[src/timer_pkg.sv]
// Package with register map, field positions, reset values and enumerations of the timer unit.
`default_nettype none
package timer_pkg;

  ////////////////////////////////////////////////////////////////////////////
  localparam int ADDR_W = 3;
  localparam logic [2:0] OFF_STATUS_CONTROL = 3'h0;
  localparam logic [2:0] OFF_COUNTER_HIGH = 3'h1;
  localparam logic [2:0] OFF_COUNTER_LOW = 3'h2;
  localparam logic [2:0] OFF_MODULO_HIGH = 3'h3;
  localparam logic [2:0] OFF_MODULO_LOW = 3'h4;
  localparam logic [2:0] OFF_CHANNEL_CONTROL = 3'h5;
  localparam logic [2:0] OFF_CHANNEL_VALUE_HIGH = 3'h6;
  localparam logic [2:0] OFF_CHANNEL_VALUE_LOW = 3'h7;

  ////////////////////////////////////////////////////////////////////////////
  localparam int SC_FLAG_BIT = 7;
  localparam int SC_CENTER_BIT = 5;
  localparam int SC_CLKS_LSB = 3;
  localparam int SC_PS_LSB = 0;
  localparam int CH_FLAG_BIT = 7;
  localparam int CH_MODE_LSB = 4;
  localparam int CH_EDGE_LSB = 2;

  ////////////////////////////////////////////////////////////////////////////
  localparam logic [5:0] SC_RESET = 6'h00;
  localparam logic [3:0] CH_RESET = 4'h0;
  localparam logic [15:0] COUNT_RESET = 16'h0000;
  localparam logic [15:0] MODULO_RESET = 16'h0000;
  localparam logic [15:0] VALUE_RESET = 16'h0000;
  localparam logic [6:0] PRESCALE_RESET = 7'h00;
  localparam logic [15:0] FREE_RUN_TOP = 16'hffff;

  ////////////////////////////////////////////////////////////////////////////
  typedef enum logic [1:0] {CLK_OFF, CLK_BUS, CLK_FIXED, CLK_EXT} clk_src_e;
  typedef enum logic [1:0] {EDGE_NONE, EDGE_RISE, EDGE_FALL, EDGE_BOTH} edge_sel_e;
  typedef enum logic [1:0] {MODE_CAPTURE, MODE_COMPARE, MODE_EDGE_PWM, MODE_EDGE_PWM_ALT} chan_mode_e;
  typedef enum logic [1:0] {LATCH_IDLE, LATCH_HIGH_READ, LATCH_LOW_READ} latch_e;

endpackage : timer_pkg
`default_nettype wire

[src/timer_pwm_unit.sv]
// Sixteen-bit timer with prescaler, coherent counter reads and one capture, compare or PWM channel.
//
// The plain strobed port and the address map were chosen for this implementation.
`timescale 1ns/1ps
`default_nettype none
// Function
// - The clock source field stops the counter at 00 and picks bus, fixed or external clock at 01, 10, 11.
// - The external clock is synchronised to the bus clock inside the unit before it advances the prescaler.
// - Without an enabled frequency or phase locked loop, the fixed clock choice behaves as the bus clock.
// - The prescale field divides the selected clock by two to the power of its value, 1 up to 128.
// - The prescaler follows source selection and synchronisation and divides whichever source is chosen.
// - A new prescale value acts from the clock cycle after the register bits change.
// - The counter is read as a high byte and a low byte through two read-only registers.
// - Reading either byte latches both, and reads return the latched value until the other byte is read.
// - The read latch returns to idle on reset and on any write to the status and control register.
// - In center-aligned mode the overflow flag is set when the counter turns from up to down at the modulo.
// - An input capture channel sets its flag on the edge its two edge-select bits choose.
// - An output compare channel sets its flag each time the counter equals its value register.
// - An edge-aligned PWM channel sets its flag when the counter equals its value, ending the duty cycle.
// - A center-aligned PWM channel sets its flag at both matches of the counter with its value.
module timer_pwm_unit (
  input wire logic clk,
  input wire logic resetn,
  input wire logic [2:0] addr,
  input wire logic [7:0] wr_data,
  input wire logic wr_en,
  input wire logic rd_en,
  output logic [7:0] rd_data,
  input wire logic ext_clk_pin,
  input wire logic fixed_clk_tick,
  input wire logic pll_present,
  input wire logic pll_enable,
  input wire logic chan_pin,
  output logic chan_out,
  output logic counter_overflow_flag,
  output logic channel_flag
);

  ////////////////////////////////////////////////////////////////////////////
  logic [5:0] sc_ff;
  logic [3:0] ch_ff;
  logic [15:0] cnt_ff;
  logic [15:0] mod_ff;
  logic [15:0] chval_ff;
  logic [15:0] buf_ff;
  logic [6:0] presc_ff;
  logic up_ff;
  logic tof_ff;
  logic tof_arm_ff;
  logic chf_ff;
  logic chf_arm_ff;
  logic chan_out_ff;
  logic [7:0] rd_data_ff;
  timer_pkg::latch_e latch_ff;

  logic ext_rise;
  logic chan_level;
  logic chan_rise;
  logic chan_fall;
  timer_pkg::clk_src_e clk_src;
  timer_pkg::edge_sel_e edge_sel;
  timer_pkg::chan_mode_e chan_mode;
  logic center_mode;
  logic [2:0] ps;
  logic [6:0] ps_mask;
  logic src_tick;
  logic count_tick;
  logic [15:0] top;
  logic [15:0] nxt_cnt;
  logic nxt_up;
  logic reverse_top;
  logic wrap;
  logic chan_match;
  logic capture_hit;
  logic sc_write;
  logic ch_write;
  logic [7:0] nxt_rd_data;

  function automatic logic edge_hit(input timer_pkg::edge_sel_e sel, input logic r, input logic f);
    logic hit;
    hit = 1'b0;
    case (sel)
      timer_pkg::EDGE_RISE: hit = r;
      timer_pkg::EDGE_FALL: hit = f;
      timer_pkg::EDGE_BOTH: hit = r | f;
      default: hit = 1'b0;
    endcase
    return hit;
  endfunction : edge_hit

  ////////////////////////////////////////////////////////////////////////////
  pin_sync sync_ext (
    .clk(clk),
    .resetn(resetn),
    .pin(ext_clk_pin),
    .level(),
    .rise(ext_rise),
    .fall()
  );

  pin_sync sync_chan (
    .clk(clk),
    .resetn(resetn),
    .pin(chan_pin),
    .level(chan_level),
    .rise(chan_rise),
    .fall(chan_fall)
  );

  ////////////////////////////////////////////////////////////////////////////
  assign clk_src = timer_pkg::clk_src_e'(sc_ff[timer_pkg::SC_CLKS_LSB +: 2]);
  assign ps = sc_ff[timer_pkg::SC_PS_LSB +: 3];
  assign center_mode = sc_ff[timer_pkg::SC_CENTER_BIT];
  assign edge_sel = timer_pkg::edge_sel_e'(ch_ff[timer_pkg::CH_EDGE_LSB - 2 +: 2]);
  assign chan_mode = timer_pkg::chan_mode_e'(ch_ff[timer_pkg::CH_MODE_LSB - 2 +: 2]);
  assign sc_write = wr_en && (addr == timer_pkg::OFF_STATUS_CONTROL);
  assign ch_write = wr_en && (addr == timer_pkg::OFF_CHANNEL_CONTROL);
  assign top = (mod_ff == 16'h0000) ? timer_pkg::FREE_RUN_TOP : mod_ff;

  always_comb begin
    case (clk_src)
      timer_pkg::CLK_OFF: src_tick = 1'b0;
      timer_pkg::CLK_BUS: src_tick = 1'b1;
      timer_pkg::CLK_FIXED: src_tick = (pll_present && pll_enable) ? fixed_clk_tick : 1'b1;
      default: src_tick = ext_rise;
    endcase
  end

  // The mask is taken from the live register bits, so a new factor acts on the very next cycle.
  always_comb begin
    for (int i = 0; i < 7; i++) begin
      ps_mask[i] = (i < int'(ps));
    end
  end

  assign count_tick = src_tick && ((presc_ff | ~ps_mask) == 7'h7f);

  always_comb begin
    nxt_cnt = cnt_ff;
    nxt_up = up_ff;
    reverse_top = 1'b0;
    wrap = 1'b0;
    if (count_tick) begin
      if (center_mode) begin
        if (up_ff) begin
          if (cnt_ff >= top) begin
            nxt_cnt = cnt_ff - 16'h0001;
            nxt_up = 1'b0;
            reverse_top = 1'b1;
          end else begin
            nxt_cnt = cnt_ff + 16'h0001;
          end
        end else begin
          if (cnt_ff == 16'h0000) begin
            nxt_cnt = 16'h0001;
            nxt_up = 1'b1;
          end else begin
            nxt_cnt = cnt_ff - 16'h0001;
          end
        end
      end else begin
        nxt_up = 1'b1;
        if (cnt_ff >= top) begin
          nxt_cnt = 16'h0000;
          wrap = 1'b1;
        end else begin
          nxt_cnt = cnt_ff + 16'h0001;
        end
      end
    end
  end

  // In center mode the counter passes the value going up and coming down, giving two matches.
  assign chan_match = count_tick && (nxt_cnt == chval_ff) && (center_mode || chan_mode != timer_pkg::MODE_CAPTURE);
  assign capture_hit = !center_mode && (chan_mode == timer_pkg::MODE_CAPTURE) && edge_hit(edge_sel, chan_rise, chan_fall);

  ////////////////////////////////////////////////////////////////////////////
  always_ff @(posedge clk or negedge resetn) begin
    if (!resetn) begin
      presc_ff <= timer_pkg::PRESCALE_RESET;
    end else if (src_tick) begin
      presc_ff <= presc_ff + 7'h01;
    end
  end

  always_ff @(posedge clk or negedge resetn) begin
    if (!resetn) begin
      cnt_ff <= timer_pkg::COUNT_RESET;
      up_ff <= 1'b1;
    end else begin
      cnt_ff <= nxt_cnt;
      up_ff <= nxt_up;
    end
  end

  always_ff @(posedge clk or negedge resetn) begin
    if (!resetn) begin
      sc_ff <= timer_pkg::SC_RESET;
      ch_ff <= timer_pkg::CH_RESET;
      mod_ff <= timer_pkg::MODULO_RESET;
    end else if (wr_en) begin
      if (addr == timer_pkg::OFF_STATUS_CONTROL) begin
        sc_ff <= wr_data[5:0];
      end else if (addr == timer_pkg::OFF_CHANNEL_CONTROL) begin
        ch_ff <= wr_data[5:2];
      end else if (addr == timer_pkg::OFF_MODULO_HIGH) begin
        mod_ff[15:8] <= wr_data;
      end else if (addr == timer_pkg::OFF_MODULO_LOW) begin
        mod_ff[7:0] <= wr_data;
      end
    end
  end

  // A capture edge beats a software write of the same cycle, since the event cannot be repeated.
  always_ff @(posedge clk or negedge resetn) begin
    if (!resetn) begin
      chval_ff <= timer_pkg::VALUE_RESET;
    end else if (capture_hit) begin
      chval_ff <= cnt_ff;
    end else if (wr_en && addr == timer_pkg::OFF_CHANNEL_VALUE_HIGH) begin
      chval_ff[15:8] <= wr_data;
    end else if (wr_en && addr == timer_pkg::OFF_CHANNEL_VALUE_LOW) begin
      chval_ff[7:0] <= wr_data;
    end
  end

  ////////////////////////////////////////////////////////////////////////////
  always_ff @(posedge clk or negedge resetn) begin
    if (!resetn) begin
      tof_ff <= 1'b0;
      tof_arm_ff <= 1'b0;
    end else begin
      if (reverse_top || wrap) begin
        tof_ff <= 1'b1;
      end else if (sc_write && !wr_data[timer_pkg::SC_FLAG_BIT] && tof_arm_ff) begin
        tof_ff <= 1'b0;
      end
      if (rd_en && addr == timer_pkg::OFF_STATUS_CONTROL && tof_ff) begin
        tof_arm_ff <= 1'b1;
      end else if (sc_write || !tof_ff) begin
        tof_arm_ff <= 1'b0;
      end
    end
  end

  always_ff @(posedge clk or negedge resetn) begin
    if (!resetn) begin
      chf_ff <= 1'b0;
      chf_arm_ff <= 1'b0;
    end else begin
      if (capture_hit || chan_match) begin
        chf_ff <= 1'b1;
      end else if (ch_write && !wr_data[timer_pkg::CH_FLAG_BIT] && chf_arm_ff) begin
        chf_ff <= 1'b0;
      end
      if (rd_en && addr == timer_pkg::OFF_CHANNEL_CONTROL && chf_ff) begin
        chf_arm_ff <= 1'b1;
      end else if (ch_write || !chf_ff) begin
        chf_arm_ff <= 1'b0;
      end
    end
  end

  always_ff @(posedge clk or negedge resetn) begin
    if (!resetn) begin
      chan_out_ff <= 1'b0;
    end else if (center_mode || chan_mode == timer_pkg::MODE_EDGE_PWM || chan_mode == timer_pkg::MODE_EDGE_PWM_ALT) begin
      chan_out_ff <= (nxt_cnt < chval_ff);
    end else if (chan_mode == timer_pkg::MODE_COMPARE) begin
      chan_out_ff <= chan_out_ff ^ chan_match;
    end else begin
      chan_out_ff <= chan_level;
    end
  end

  ////////////////////////////////////////////////////////////////////////////
  // The first byte read snapshots the live count; the partner byte then comes from the snapshot.
  always_ff @(posedge clk or negedge resetn) begin
    if (!resetn) begin
      latch_ff <= timer_pkg::LATCH_IDLE;
      buf_ff <= timer_pkg::COUNT_RESET;
    end else if (sc_write) begin
      latch_ff <= timer_pkg::LATCH_IDLE;
    end else if (rd_en && addr == timer_pkg::OFF_COUNTER_HIGH) begin
      case (latch_ff)
        timer_pkg::LATCH_IDLE: begin
          buf_ff <= cnt_ff;
          latch_ff <= timer_pkg::LATCH_HIGH_READ;
        end
        timer_pkg::LATCH_LOW_READ: latch_ff <= timer_pkg::LATCH_IDLE;
        default: latch_ff <= latch_ff;
      endcase
    end else if (rd_en && addr == timer_pkg::OFF_COUNTER_LOW) begin
      case (latch_ff)
        timer_pkg::LATCH_IDLE: begin
          buf_ff <= cnt_ff;
          latch_ff <= timer_pkg::LATCH_LOW_READ;
        end
        timer_pkg::LATCH_HIGH_READ: latch_ff <= timer_pkg::LATCH_IDLE;
        default: latch_ff <= latch_ff;
      endcase
    end
  end

  always_comb begin
    nxt_rd_data = 8'h00;
    if (addr == timer_pkg::OFF_STATUS_CONTROL) begin
      nxt_rd_data = {tof_ff, 1'b0, sc_ff};
    end else if (addr == timer_pkg::OFF_COUNTER_HIGH) begin
      nxt_rd_data = (latch_ff == timer_pkg::LATCH_IDLE) ? cnt_ff[15:8] : buf_ff[15:8];
    end else if (addr == timer_pkg::OFF_COUNTER_LOW) begin
      nxt_rd_data = (latch_ff == timer_pkg::LATCH_IDLE) ? cnt_ff[7:0] : buf_ff[7:0];
    end else if (addr == timer_pkg::OFF_MODULO_HIGH) begin
      nxt_rd_data = mod_ff[15:8];
    end else if (addr == timer_pkg::OFF_MODULO_LOW) begin
      nxt_rd_data = mod_ff[7:0];
    end else if (addr == timer_pkg::OFF_CHANNEL_CONTROL) begin
      nxt_rd_data = {chf_ff, 1'b0, ch_ff, 2'b00};
    end else if (addr == timer_pkg::OFF_CHANNEL_VALUE_HIGH) begin
      nxt_rd_data = chval_ff[15:8];
    end else begin
      nxt_rd_data = chval_ff[7:0];
    end
  end

  always_ff @(posedge clk or negedge resetn) begin
    if (!resetn) begin
      rd_data_ff <= 8'h00;
    end else begin
      rd_data_ff <= rd_en ? nxt_rd_data : 8'h00;
    end
  end

  assign rd_data = rd_data_ff;
  assign chan_out = chan_out_ff;
  assign counter_overflow_flag = tof_ff;
  assign channel_flag = chf_ff;
endmodule : timer_pwm_unit
`default_nettype wire

[src/pin_sync.sv]
// Three-stage synchroniser that accepts a pin change once the second and third stages agree.
`timescale 1ns/1ps
`default_nettype none
module pin_sync (
  input wire logic clk,
  input wire logic resetn,
  input wire logic pin,
  output logic level,
  output logic rise,
  output logic fall
);
  logic s1_ff;
  logic s2_ff;
  logic s3_ff;
  logic level_ff;
  logic rise_ff;
  logic fall_ff;

  always_ff @(posedge clk or negedge resetn) begin
    if (!resetn) begin
      s1_ff <= 1'b0;
      s2_ff <= 1'b0;
      s3_ff <= 1'b0;
    end else begin
      s1_ff <= pin;
      s2_ff <= s1_ff;
      s3_ff <= s2_ff;
    end
  end

  // A change counts only when two settled stages agree, so a metastable first stage is never looked at.
  always_ff @(posedge clk or negedge resetn) begin
    if (!resetn) begin
      level_ff <= 1'b0;
      rise_ff <= 1'b0;
      fall_ff <= 1'b0;
    end else begin
      rise_ff <= (s2_ff == s3_ff) && s2_ff && !level_ff;
      fall_ff <= (s2_ff == s3_ff) && !s2_ff && level_ff;
      if (s2_ff == s3_ff) begin
        level_ff <= s2_ff;
      end
    end
  end

  assign level = level_ff;
  assign rise = rise_ff;
  assign fall = fall_ff;
endmodule : pin_sync
`default_nettype wire

[config.mk]
export PLATFORM = sky130hd
export DESIGN_NAME = timer_pwm_unit
export DESIGN_NICKNAME = d
export VERILOG_FILES = /design/src/timer_pkg.sv /design/src/timer_pwm_unit.sv /design/src/pin_sync.sv
export SDC_FILE = /design/constraint.sdc
export NUM_CORES = 1
export LEC_CHECK = 0
export ABC_AREA = 1
export BUFFER_PORTS_ARGS = -buffer_cell sky130_fd_sc_hd__clkbuf_2
export CAP_MARGIN = 15
export CORE_MARGIN = 2
export CORE_UTILIZATION = 62
export DETAILED_ROUTE_END_ITERATION = 8
export MAX_ROUTING_LAYER = met4
export PLACE_DENSITY = 0.87
export REMOVE_ABC_BUFFERS = 1
export SLEW_MARGIN = 40
export SYNTH_ARGS = -nofsm -noshare
export SYNTH_HDL_FRONTEND = slang
export SYNTH_SLANG_ARGS = --single-unit
[constraint.sdc]
create_clock -name clk -period 4.25 [get_ports clk]
set_input_delay 1.0625 -clock clk [delete_from_list [all_inputs] [get_ports clk]]
set_output_delay 1.0625 -clock clk [all_outputs]
set_load 0.005 [all_outputs]
== Word-level counts from Yosys, hierarchy flattened ==
Cells that the tools add are included.

* Word-level logic and storage cells: 186
* Register bits after elaboration: 108
* Output and inout port bits: 11
* Input port bits: 20

* Muxes and demuxes: 52
* Equal/unequal tests: 23
* $add $sub $neg: 3
* Magnitude comparators: 9
* Bitwise gates (word level): 8
* Reductions and logical operators: 63

{| class="wikitable"
|+ Operator list
! operator !! number
|-
| two-way mux 16 bit || 11
|-
| two-way mux 8 bit || 13
|-
| zero test 16 bit || 2
|-
| logical AND 1 bit || 26
|-
| two-way mux 1 bit || 21
|-
| adder 16 x 1 -> 16 bit, second input constant || 1
|-
| equality test 16 bit || 1
|-
| greater-or-equal comparator 16 bit || 1
|-
| < comparator 16 bit || 1
|-
| nonzero test 2 bit || 8
|-
| subtractor 16 x 1 -> 16 bit, second input constant || 1
|-
| equality test 2 bit, second input constant || 6
|-
| equality test 3 bit, second input constant || 4
|-
| < comparator 3 bit, first input constant || 3
|-
| equality test 2 x 1 -> 1 bit, second input constant || 4
|-
| case mux 2 bit (2 select lines) || 2
|-
| adder 7 x 1 -> 7 bit, second input constant || 1
|-
| equality test 7 bit, second input constant || 1
|-
| zero test 1 bit || 7
|-
| logical OR 1 bit || 7
|-
| NOT 7 bit || 1
|-
| OR 7 bit || 1
|-
| equality test 3 x 2 -> 1 bit, second input constant || 2
|-
| zero test 2 bit || 3
|-
| other kinds (18) || 30
|}

== Logic depth before layout (Yosys ltp) ==
Gate-level depths: netlist of run 1.

* Word-level depth: 13
* Gate-level depth with buffers: 31
* Depth with buffers taken out: 30

== Modules after synthesis ==
Synthesis of run 1 repeated with hierarchy kept, for this count alone.

* Cell total of the unflattened synthesis: 885
* Area, all modules: 6777.8 um^2

{| class="wikitable"
|+ Modules (own cells, without submodules)
! module !! cells each !! seq. area each (um^2) !! area an instance (um^2) !! instances
|-
| timer_pwm_unit || 849 || 2428.6 || 6352.3 || 1
|-
| pin_sync || 18 || 150.1 || 212.7 || 2
|}

== Worst setup path after synthesis of run 1 ==
OpenSTA, ideal clock, no wires.

* Kind: flip-flop to flip-flop
* From: register mod_ff[8]
* To: register chan_out_ff, in the netlist chan_out
* Buffers on the path: 1
* Cell stages (with the launch flop): 29
* Data required time: 4.128 ns
* Data arrival time: 3.509 ns
* Period minus slack after synthesis: 3.631 ns
* Path slack: 0.619 ns
* Library setup time: 0.122 ns
* Path through: dfrtp_1 -> nor4_1 -> and2_1 -> nand2_1 -> inv_1 -> buf_1 -> nor2_1 -> ha_1 -> nand2_1 -> inv_1 -> nand2_1 -> nor2_1 -> nor2_1 -> nand2_1 -> nand2_1 -> nand3_2 -> clkinv_1 -> a22oi_1 -> o21ai_1 -> ha_1 -> nand2_1 -> nor2_1 -> nand4_1 -> nor3_1 -> nand2_1 -> nand2_1 -> nand3_1 -> nand2_1 -> nand2_1

* Word-level cells in the longest chain between the ends: 13
* Elaborated cells between the ends (all ways): 15
* Classes of those cells: 2 x order compare; 1 x eq/ne; 8 x mux; 1 x bitwise; 3 x reduce/logical

{| class="wikitable"
|+ Ends and longest elaborated chain
! element !! RTL line !! RTL
|-
| start, declared || timer_pwm_unit.sv:43 || <nowiki>logic [15:0] mod_ff;</nowiki>
|-
| start signal, assigned || timer_pwm_unit.sv:200 || <nowiki>mod_ff <= timer_pkg::MODULO_RESET;</nowiki>
|-
| start signal, assigned || timer_pwm_unit.sv:207 || <nowiki>mod_ff[15:8] <= wr_data;</nowiki>
|-
| zero test 16 bit || timer_pwm_unit.sv:118 || <nowiki>assign top = (mod_ff == 16'h0000) ? timer_pkg::FREE_RUN_TOP : mod_ff;</nowiki>
|-
| two-way mux 16 bit (*) || timer_pwm_unit.sv:118 ||
|-
| greater-or-equal comparator 16 bit (*) || timer_pwm_unit.sv:146, timer_pwm_unit.sv:163 ||
|-
| two-way mux 16 bit || timer_pwm_unit.sv:146 || <nowiki>if (cnt_ff >= top) begin</nowiki>
|-
| two-way mux 16 bit || timer_pwm_unit.sv:145 || <nowiki>if (up_ff) begin</nowiki>
|-
| two-way mux 16 bit (*) || timer_pwm_unit.sv:144 || <nowiki>if (center_mode) begin</nowiki>
|-
| two-way mux 16 bit (*) || timer_pwm_unit.sv:143 || <nowiki>if (count_tick) begin</nowiki>
|-
| named net nxt_cnt[6] || timer_pwm_unit.sv:69 || <nowiki>logic [15:0] nxt_cnt;</nowiki>
|-
| branches (longest 5 deep; another with < comparator 16 bit) || n/a ||
|-
| two-way mux 1 bit (*) || timer_pwm_unit.sv:267 || <nowiki>end else if (center_mode || chan_mode == timer_pkg::MODE_EDGE_PWM || chan_mode == timer_pkg::MODE_EDGE_PWM_ALT ...</nowiki>
|-
| end signal, assigned || timer_pwm_unit.sv:268 || <nowiki>chan_out_ff <= (nxt_cnt < chval_ff);</nowiki>
|-
| end signal, assigned || timer_pwm_unit.sv:270 || <nowiki>chan_out_ff <= chan_out_ff ^ chan_match;</nowiki>
|-
| end signal, assigned || timer_pwm_unit.sv:272 || <nowiki>chan_out_ff <= chan_level;</nowiki>
|-
| end, declared || timer_pwm_unit.sv:52 || <nowiki>logic chan_out_ff;</nowiki>
|}

Mark *: on every way through the listed nets, which the timed path passes.
A chain may end at the register's enable or synchronous reset.

== Final worst setup path of run 1 ==
* From: register mod_ff[11]
* To: register chan_out_ff, in the netlist chan_out

Same word-level chain as after synthesis.

==> results.sh, run 1 <==
export IMPL_setup_ws_ns=0.178
export IMPL_initial_core_util=0.633
export IMPL_multi_input_area_um2=3640
export IMPL_status="complete, no violations"
export IMPL_viasPerCell=6.15
export IMPL_sw_frac_of_total=0.474
export IMPL_pwr_density_cell_nw_per_um2=634
export IMPL_ys_seq_area_frac=0.396
export IMPL_dp_hpwl_um=14500
export IMPL_fin_worst_skew_ns=0.00938
export IMPL_final_setup_viol_count=0
export IMPL_maxCapViolations=0
export IMPL_power_frac_clock=0.136
export IMPL_ys_warn_count=0
export IMPL_dieWidth_um=109
export IMPL_n_fill_cell=855
export IMPL_dp_slack_ns=0.101
export IMPL_fin_nets=972
export IMPL_htreeDepth=3
export IMPL_synth_most_common_cell="nand2_1"
export IMPL_max_slew_worst_pin_slew_ns=0.764
export IMPL_holdWs_ns=0.365
export IMPL_path_max_fanout=6
export IMPL_dieArea_um2=11900
export IMPL_worstPathArrival_ns=4.36
export IMPL_numPortBuffers=30
export IMPL_final_min_clock_period_ns=4.07
export IMPL_cts_hold_buffers=0
export IMPL_clk_latency_ns=0.40
export IMPL_intPower_uw=2480
export IMPL_seq_power_share=0.361
export IMPL_area_delta_synth_final_pct=8.89
export IMPL_finalHoldViolCount=0
export IMPL_grt_pass1_vias=5955
export IMPL_synth_top_area_share=0.392
export IMPL_setup_tns_ns=0
export IMPL_num_antenna_cells=0
export IMPL_dr_pass1_iters=6
export IMPL_finalMaxSlewViolations=0
export IMPL_synthTopCellsByArea="dfrtp_1 (39%), nand2_1 (12%), ha_1 (7.0%)"
export IMPL_synthFlopType="dfrtp_1"
export IMPL_drive_above_1_share=0.147
export IMPL_ys_types=47
export IMPL_max_slew_margin=0.489
export IMPL_drc=0
export IMPL_pwr_share_comb=0.504
export IMPL_final_core_util=0.689
export IMPL_place_area_um2=7020
export IMPL_endpoint_kind="flop"
export IMPL_wl_per_cell_um=18.8
export IMPL_grt_pass1_wl_um=30800
export IMPL_period_share=0.958
export IMPL_peakVddDrop_mv=0.540
export IMPL_power_switching_uw=2230
export IMPL_async_reset_ff_frac=1.00
export IMPL_wl_um=19900
export IMPL_dr_total_vias=6506
export IMPL_max_freq_ghz=0.246
export IMPL_hp_class="reg -> reg"
export IMPL_die_h_um=109
export IMPL_cts_tree="yes"
export IMPL_grt_max_degree=50
export IMPL_core_um2=10800
export IMPL_rsz0062_at_grt="yes"
export IMPL_clock_sinks=108
export IMPL_critPathKind="reg -> reg"
export IMPL_ff_latch_area_um2=2700
export IMPL_start_kind="flop"
export IMPL_gp_congestion=1.02
export IMPL_synth_enable_flop_cells=0
export IMPL_clk_pin_slew_worst_paths_ns=0.10
export IMPL_worstPathRequired_ns=4.53
export IMPL_pin_count=31
export IMPL_antenna_found_initial=0
export IMPL_syn_inst=883
export IMPL_cts_buffer_depth=2
export IMPL_grtUsageTotal=0.359
export IMPL_synth_top_cell_by_area="dfrtp_1"
export IMPL_final_area_um2=7430
export IMPL_leakagePower_uw=0.00363
export IMPL_ys_ff_latch=108
export IMPL_drt_iter0_drc=781
export IMPL_final_antenna_net_count=0
export IMPL_syn_avg_cell_area_um2=7.73
export IMPL_cts_root_buf="clkbuf_8"
export IMPL_netlist_area_um2=6830
export IMPL_grt_overflow_total=0
export IMPL_rows=38
export IMPL_cts_made_buffers=9
export IMPL_synthTopCellsByCount="nand2_1 (212), dfrtp_1 (107), inv_1 (91)"
## cells in the final DEF, fill, tap and decap left out, types with 11 or more instances in the layout
cell type	Yosys	routed
ha_1	38	38
buf_4	7	13
o21ai_0	67	66
clkbuf_2	0	29
nand2_2	5	11
nor2_1	84	81
nand2_1	212	205
inv_1	91	89
inv_2	11	12
a21oi_1	49	44
nand3_1	28	26
nand4_1	21	21
o221ai_1	16	16
xor2_1	21	21
o21ai_1	24	24
dfrtp_1	107	107
## worst max-delay path, cell delays in order (launching register included)
cell and delay (ns):
dfrtp_1 0.44, nor4_2 0.31, and2_1 0.19, nand2_2 0.10
clkinvlp_4 0.15, buf_6 0.12, nor2_1 0.04, ha_1 0.31
a21oi_1 0.21, a21oi_2 0.10, nor2_4 0.21, nand2_2 0.12
or2_2 0.28, nand2_1 0.08, nand2_1 0.09, a21oi_2 0.20
ha_1 0.17, nand2_1 0.07, inv_1 0.05, nand4_1 0.12
nor3_2 0.23, nand2_1 0.10, nand2_1 0.10, nand3_1 0.06
nand2_1 0.06, nand2_1 0.04
## power by group through the flow
stage | Clock [uW] | Combinational [uW] | Sequential [uW]
after floorplan | 0 | 1490 | 1600
after global placement | 0 | 2050 | 1680
after detailed placement | 0 | 2110 | 1700
after CTS | 642 | 2130 | 1680
after global routing | 679 | 2620 | 1730
final | 639 | 2370 | 1700
## cell families after synthesis
group	count (synthesis)	share of synthesized area
AND/OR/NAND/NOR	383	0.247
multiplexers	2	0.00330
flip-flops	108	0.396
AO/OA/AOI/OAI	194	0.166
adder cells (fa/ha/maj)	38	0.0696
buffers and inverters	134	0.0874
XOR/XNOR	24	0.0308
## path summary, 6_finish.rpt
path / startpoint / endpoint / slack (ns) / cells past startpoint
max in group asynchronous: resetn / buf_ff[14] / 2.71 / 2
min: sync_ext.s1_ff / sync_ext.s2_ff / 0.37 / 0
min in group asynchronous: resetn / ch_ff[3] / 0.68 / 1
min reg2reg: sync_ext.s1_ff / sync_ext.s2_ff / 0.37 / 0
max: mod_ff[11] / chan_out / 0.18 / 25
max reg2reg: mod_ff[11] / chan_out / 0.18 / 25
## cell type report
type	instances	area share
inverters	107	0.0571
multi-input cells	641	0.490
repair buffers	46	0.0391
clock buffers	11	0.0190
repair inverters	1	0.00101
well taps	140	0.0236
clock inverters	4	0.00673
flip-flops and latches	108	0.364
## per-layer routing
metal,GRT usage,part of all wire,vias up
met3,0.0885,0.10,75
met2,0.541,0.45,386
met4,0.158,0.051,0
li1,-,-,3001
met5,-,0,-
met1,0.462,0.40,3044
## flip-flops by register name, summed over array words and instances (netlist names), 2 cells and up
name / flops
buf_ff: 16
ch_ff: 4
chval_ff: 16
cnt_ff: 16
latch_ff: 2
mod_ff: 16
presc_ff: 7
rd_data: 8
sc_ff: 6
## stage by stage
stage	cells	total power, uW
after global placement	1032	3730
after global routing	1058	5030
after CTS	1047	4450
after detailed placement	1032	3810
after floorplan	856	3090
final	1058	4710
## repair_timing
item	CTS	global route
resized for setup	0	34
buffers inserted	0	9
endpoints found under the setup margin	0	2
Note: power is estimated with default switching activity, not from simulation.
==> run 2: changes to the inputs <==
--- a/config.mk
+++ b/config.mk
@@ -6,13 +6,13 @@
 export NUM_CORES = 1
 export LEC_CHECK = 0
 export ABC_AREA = 1
-export BUFFER_PORTS_ARGS = -buffer_cell sky130_fd_sc_hd__clkbuf_2
-export CAP_MARGIN = 15
+export CAP_MARGIN = 30
 export CORE_MARGIN = 2
-export CORE_UTILIZATION = 62
+export CORE_UTILIZATION = 65
 export DETAILED_ROUTE_END_ITERATION = 8
+export DONT_BUFFER_PORTS = 1
 export MAX_ROUTING_LAYER = met4
-export PLACE_DENSITY = 0.87
+export PLACE_DENSITY = 0.88
 export REMOVE_ABC_BUFFERS = 1
 export SLEW_MARGIN = 40
 export SYNTH_ARGS = -nofsm -noshare
==> constraint.sdc (replaced) <==
create_clock -name clk -period 4.7 [get_ports clk]
set_input_delay 1.175 -clock clk [delete_from_list [all_inputs] [get_ports clk]]
set_output_delay 1.175 -clock clk [all_outputs]
set_load 0.005 [all_outputs]
==> results.sh, run 2 (synthesis gave the netlist of run 1 again) <==
export IMPL_max_slew_worst_pin_slew_ns=0.774
export IMPL_maxCapViolations=0
export IMPL_final_antenna_net_count=0
export IMPL_finalMaxSlewViolations=0
export IMPL_hp_class="reg -> reg"
export IMPL_dpl_cell_count=992
export IMPL_core_um2=10300
export IMPL_wl_um=19000
export IMPL_finalNonFillerCells=1008
export IMPL_grt_pass1_wl_um=30000
export IMPL_critPathKind="reg -> reg"
export IMPL_clk_pin_slew_worst_paths_ns=0.10
export IMPL_cts_made_buffers=9
export IMPL_numPortBuffers=0
export IMPL_drc=0
export IMPL_num_antenna_cells=0
export IMPL_ff_latch_area_um2=2700
export IMPL_wl_per_cell_um=18.9
export IMPL_worstPathArrival_ns=4.63
export IMPL_area_delta_synth_final_pct=3.37
export IMPL_grt_overflow_total=0
export IMPL_worstPathRequired_ns=4.99
export IMPL_cts_buffer_depth=2
export IMPL_endpoint_kind="flop"
export IMPL_grt_pass1_vias=5844
export IMPL_grtUsageTotal=0.359
export IMPL_peakVddDrop_mv=0.371
export IMPL_period_share=0.924
export IMPL_fin_nets=925
export IMPL_dp_hpwl_um=14000
export IMPL_gp_congestion=1.03
export IMPL_final_common_cell="nand2_1"
export IMPL_htreeDepth=3
export IMPL_drt_iter0_drc=839
export IMPL_pwr_density_cell_nw_per_um2=578
export IMPL_dr_pass1_iters=6
export IMPL_dieWidth_um=106
export IMPL_grt_max_degree=109
export IMPL_die_h_um=106
export IMPL_final_setup_viol_count=0
export IMPL_rsz0062_at_grt="no"
export IMPL_n_fill_cell=842
export IMPL_max_slew_margin=0.480
export IMPL_cts_tree="yes"
export IMPL_multi_input_area_um2=3530
export IMPL_finalHoldViolCount=0
export IMPL_final_min_clock_period_ns=4.34
export IMPL_start_kind="flop"
export IMPL_drive_above_1_share=0.0757
export IMPL_fin_worst_skew_ns=0.0126
export IMPL_status="complete, no violations"
export IMPL_antenna_found_initial=0
export IMPL_holdWs_ns=0.358
export IMPL_dr_total_vias=6306
export IMPL_leakagePower_uw=0.00342
export IMPL_cts_root_buf="clkbuf_8"
export IMPL_setup_tns_ns=0
export IMPL_rows=37
export IMPL_viasPerCell=6.26
export IMPL_initial_core_util=0.664
export IMPL_max_freq_ghz=0.230
export IMPL_dp_slack_ns=0.409
export IMPL_layout_common_cells="nand2_1 (212), dfrtp_1 (107), inv_1 (90)"
export IMPL_path_max_fanout=15
export IMPL_pin_count=31
export IMPL_setup_ws_ns=0.355
export IMPL_clk_latency_ns=0.40
export IMPL_dieArea_um2=11300
export IMPL_clock_sinks=108
## run 2: power breakdown
| part | leakage (uW) | total (uW) | switching, uW | internal [uW] |
|---|---|---|---|---|
| sequential | 0.00134 | 1560 | 341 | 1220 |
| clock | 0.000116 | 652 | 331 | 321 |
| combinational | 0.00197 | 1870 | 1230 | 637 |
## run 2: layout make-up
type,count,area share
clock buffers,10,0.0195
clock inverters,6,0.0135
flip-flops and latches,108,0.383
inverters,107,0.0596
well taps,136,0.0241
multi-input cells,641,0.500
## run 2: path summary, 6_finish.rpt
kind	from	endpoint	slack, ns	cells past startpoint
max	mod_ff[2]	chan_out	0.36	24
min	sync_chan.s1_ff	sync_chan.s2_ff	0.36	0
max reg2reg	mod_ff[2]	chan_out	0.36	24
min reg2reg	sync_chan.s1_ff	sync_chan.s2_ff	0.36	0
max in group asynchronous	resetn	up_ff	4.03	0
min in group asynchronous	resetn	sync_chan.s2_ff	0.47	0
## run 2: stage by stage
step	area, um^2	power (uW)	utilization
after global routing	7060	4350	0.687
after detailed placement	6820	3350	0.664
after CTS	7050	4020	0.686
after floorplan	6650	2790	-
final	7060	4080	0.687
after global placement	6820	3310	0.663
## run 2: repair_timing
item	CTS	global route
hold buffers	0	0
setup buffers	0	0
endpoints found under the setup margin	0	1
gates resized for setup	0	1
## run 2: per-layer routing
| layer | vias to the layer above | wire length (um) | track usage |
|---|---|---|---|
| li1 | 2909 | - | - |
| met5 | - | 0 | - |
| met3 | 89 | 2190 | 0.0907 |
| met4 | 0 | 922 | 0.176 |
| met2 | 412 | 8460 | 0.538 |
| met1 | 2896 | 7460 | 0.456 |
## run 2: critical path, cell delays in order (launching register included)
cell	delay, ns
dfrtp_1	0.43
nor2_1	0.11
nand3_1	0.07
nor4_1	0.22
nand2_1	0.15
clkinvlp_4	0.22
nor2_1	0.07
ha_1	0.31
a21oi_1	0.17
o21ai_1	0.09
nor2_1	0.26
nand3_1	0.41
nand3_1	0.36
nor2_1	0.06
o21a_1	0.21
ha_1	0.27
nand2_1	0.06
nor2_1	0.10
nand2_1	0.07
nor3_1	0.24
nand2_1	0.11
nand2_1	0.08
nand3_1	0.06
nand2_1	0.06
nand2_1	0.04
==> run 3: changes to the inputs <==
--- a/config.mk
+++ b/config.mk
@@ -6,14 +6,15 @@
 export NUM_CORES = 1
 export LEC_CHECK = 0
 export ABC_AREA = 1
+export BUFFER_PORTS_ARGS = -buffer_cell sky130_fd_sc_hd__clkbuf_2
 export CAP_MARGIN = 30
-export CORE_MARGIN = 2
+export CORE_MARGIN = 1
 export CORE_UTILIZATION = 65
 export DETAILED_ROUTE_END_ITERATION = 8
-export DONT_BUFFER_PORTS = 1
 export MAX_ROUTING_LAYER = met4
-export PLACE_DENSITY = 0.88
+export PLACE_DENSITY = 0.91
 export REMOVE_ABC_BUFFERS = 1
+export SETUP_SLACK_MARGIN = 0.02
 export SLEW_MARGIN = 40
 export SYNTH_ARGS = -nofsm -noshare
 export SYNTH_HDL_FRONTEND = slang
==> results.sh, run 3 (synthesis gave the netlist of run 1 again) <==
export IMPL_status="complete, no violations"
export IMPL_gp_congestion=1.03
export IMPL_clk_latency_ns=0.40
export IMPL_hold_start="sync_ext.s1_ff"
export IMPL_cts_root_buf="clkbuf_8"
export IMPL_final_common_cell="nand2_1"
export IMPL_pin_count=31
export IMPL_final_setup_viol_count=0
export IMPL_antenna_found_initial=0
export IMPL_die_h_um=104
export IMPL_grt_max_degree=54
export IMPL_cts_made_buffers=9
export IMPL_worstPathArrival_ns=4.48
export IMPL_cts_buffer_depth=2
export IMPL_dp_slack_ns=0.374
export IMPL_grt_pass1_vias=6169
export IMPL_rows=37
export IMPL_wl_per_cell_um=18.7
export IMPL_path_max_fanout=15
export IMPL_slowest_stage="dfrtp_1"
export IMPL_pwr_density_cell_nw_per_um2=560
export IMPL_leakagePower_uw=0.00354
export IMPL_max_slew_margin=0.502
export IMPL_finalHoldViolCount=0
export IMPL_setup_ws_ns=0.506
export IMPL_start_kind="flop"
export IMPL_cts_hold_buffers=0
export IMPL_worstPathRequired_ns=4.99
export IMPL_worstRegToRegCells=26
export IMPL_final_min_clock_period_ns=4.19
export IMPL_final_antenna_net_count=0
export IMPL_peakVddDrop_mv=0.460
export IMPL_path_buf_inv=2
export IMPL_power_uw=4030
export IMPL_dieArea_um2=10900
export IMPL_initial_core_util=0.667
export IMPL_hp_class="reg -> reg"
export IMPL_max_freq_ghz=0.238
export IMPL_holdPathStages=0
export IMPL_grt_overflow_total=0
export IMPL_area_delta_synth_final_pct=5.37
export IMPL_drc=0
export IMPL_cts_tree="yes"
export IMPL_viasPerCell=6.17
export IMPL_worst_path_largest_cell_delay_ns=0.44
export IMPL_final_area_um2=7190
export IMPL_htreeDepth=3
export IMPL_period_share=0.892
export IMPL_finalMaxSlewViolations=0
export IMPL_dr_pass1_iters=8
export IMPL_final_core_util=0.703
export IMPL_wl_um=19400
export IMPL_drive_above_1_share=0.113
export IMPL_clk_pin_slew_worst_paths_ns=0.10
export IMPL_layout_common_cells="nand2_1 (212), dfrtp_1 (107), inv_1 (90)"
export IMPL_crit_family="simple AND/OR/NAND/NOR gates"
export IMPL_grt_pass1_wl_um=31500
export IMPL_fin_nets=958
export IMPL_endpoint_kind="flop"
export IMPL_dieWidth_um=104
export IMPL_cp_startpoint="mod_ff[3]"
export IMPL_cts_resized=0
export IMPL_drt_iter0_drc=691
export IMPL_critPathKind="reg -> reg"
export IMPL_reg2reg_slack_ns=0.51
export IMPL_cp_num_cells=26
export IMPL_setup_tns_ns=0
export IMPL_fin_worst_skew_ns=0.0147
export IMPL_grtUsageTotal=0.392
export IMPL_dr_total_vias=6413
export IMPL_place_area_um2=7000
export IMPL_reg2reg_from="mod_ff[3]"
export IMPL_num_antenna_cells=0
export IMPL_maxCapViolations=0
export IMPL_clock_sinks=108
export IMPL_worstHoldEndpoint="sync_ext.s2_ff"
export IMPL_r2r_end="chan_out"
export IMPL_core_um2=10200
export IMPL_dp_hpwl_um=14200
export IMPL_path_common_cell="nand2_1"
export IMPL_numPortBuffers=30
export IMPL_postCtsSetupBuffers=0
export IMPL_max_slew_worst_pin_slew_ns=0.741
==> run 3: worst max path at each step <==
stage	to	slack (ns)
after floorplan	chan_out	1.04
after global placement	chan_out	0.45
after detailed placement	chan_out	0.37
after CTS	chan_out	0.35
after global routing	chan_out	-0.009
final	chan_out	0.51
==> run 3: worst register-to-register path, cell delays in order, from the launching register on <==
cell	delay (ns)
dfrtp_1	0.44
nor2_1	0.10
nand3_1	0.07
nor4_1	0.20
nand2_1	0.15
clkinvlp_4	0.23
nor2_1	0.07
ha_1	0.31
a21oi_1	0.16
o21ai_1	0.08
nor2_1	0.30
nand3_2	0.30
clkinvlp_4	0.23
nand2_1	0.07
nand2_1	0.05
nand2_1	0.05
a21oi_1	0.25
ha_1	0.19
nand2_1	0.07
nor2_1	0.10
nand2_1	0.07
nor3_1	0.23
nand2_1	0.11
nand2_1	0.09
nand3_1	0.06
nand2_1	0.06
nand2_1	0.04
==> run 3: per-layer routing <==
| metal | vias to the layer above | routed length [um] | global-route usage |
|---|---|---|---|
| met5 | - | 0 | - |
| met4 | 0 | 860 | 0.190 |
| met3 | 76 | 2400 | 0.128 |
| met2 | 415 | 8800 | 0.582 |
| met1 | 2951 | 7380 | 0.481 |
| li1 | 2971 | - | - |
==> run 3: cell type report <==
| type | instances | area, um^2 |
|---|---|---|
| tap | 136 | 170 |
| clock inverter | 6 | 48.8 |
| fill | 824 | 3040 |
| clock buffer | 9 | 124 |
| multi-input combinational | 641 | 3550 |
| inverter | 107 | 424 |
| sequential | 108 | 2700 |
| timing repair buffer | 33 | 175 |
==> run 3: power breakdown <==
part           internal [uW]  leakage, uW  switching (uW)
registers               1220      0.00134             332
clock network            196    0.0000904             334
logic                    670      0.00212            1280
==> run 3: stage by stage <==
stage | hold WS, ns | instances
floorplan | 0.331 | 856
global placement | 0.335 | 1025
detailed placement | 0.344 | 1025
CTS | 0.366 | 1040
global route | 0.386 | 1040
finish | 0.364 | 1040
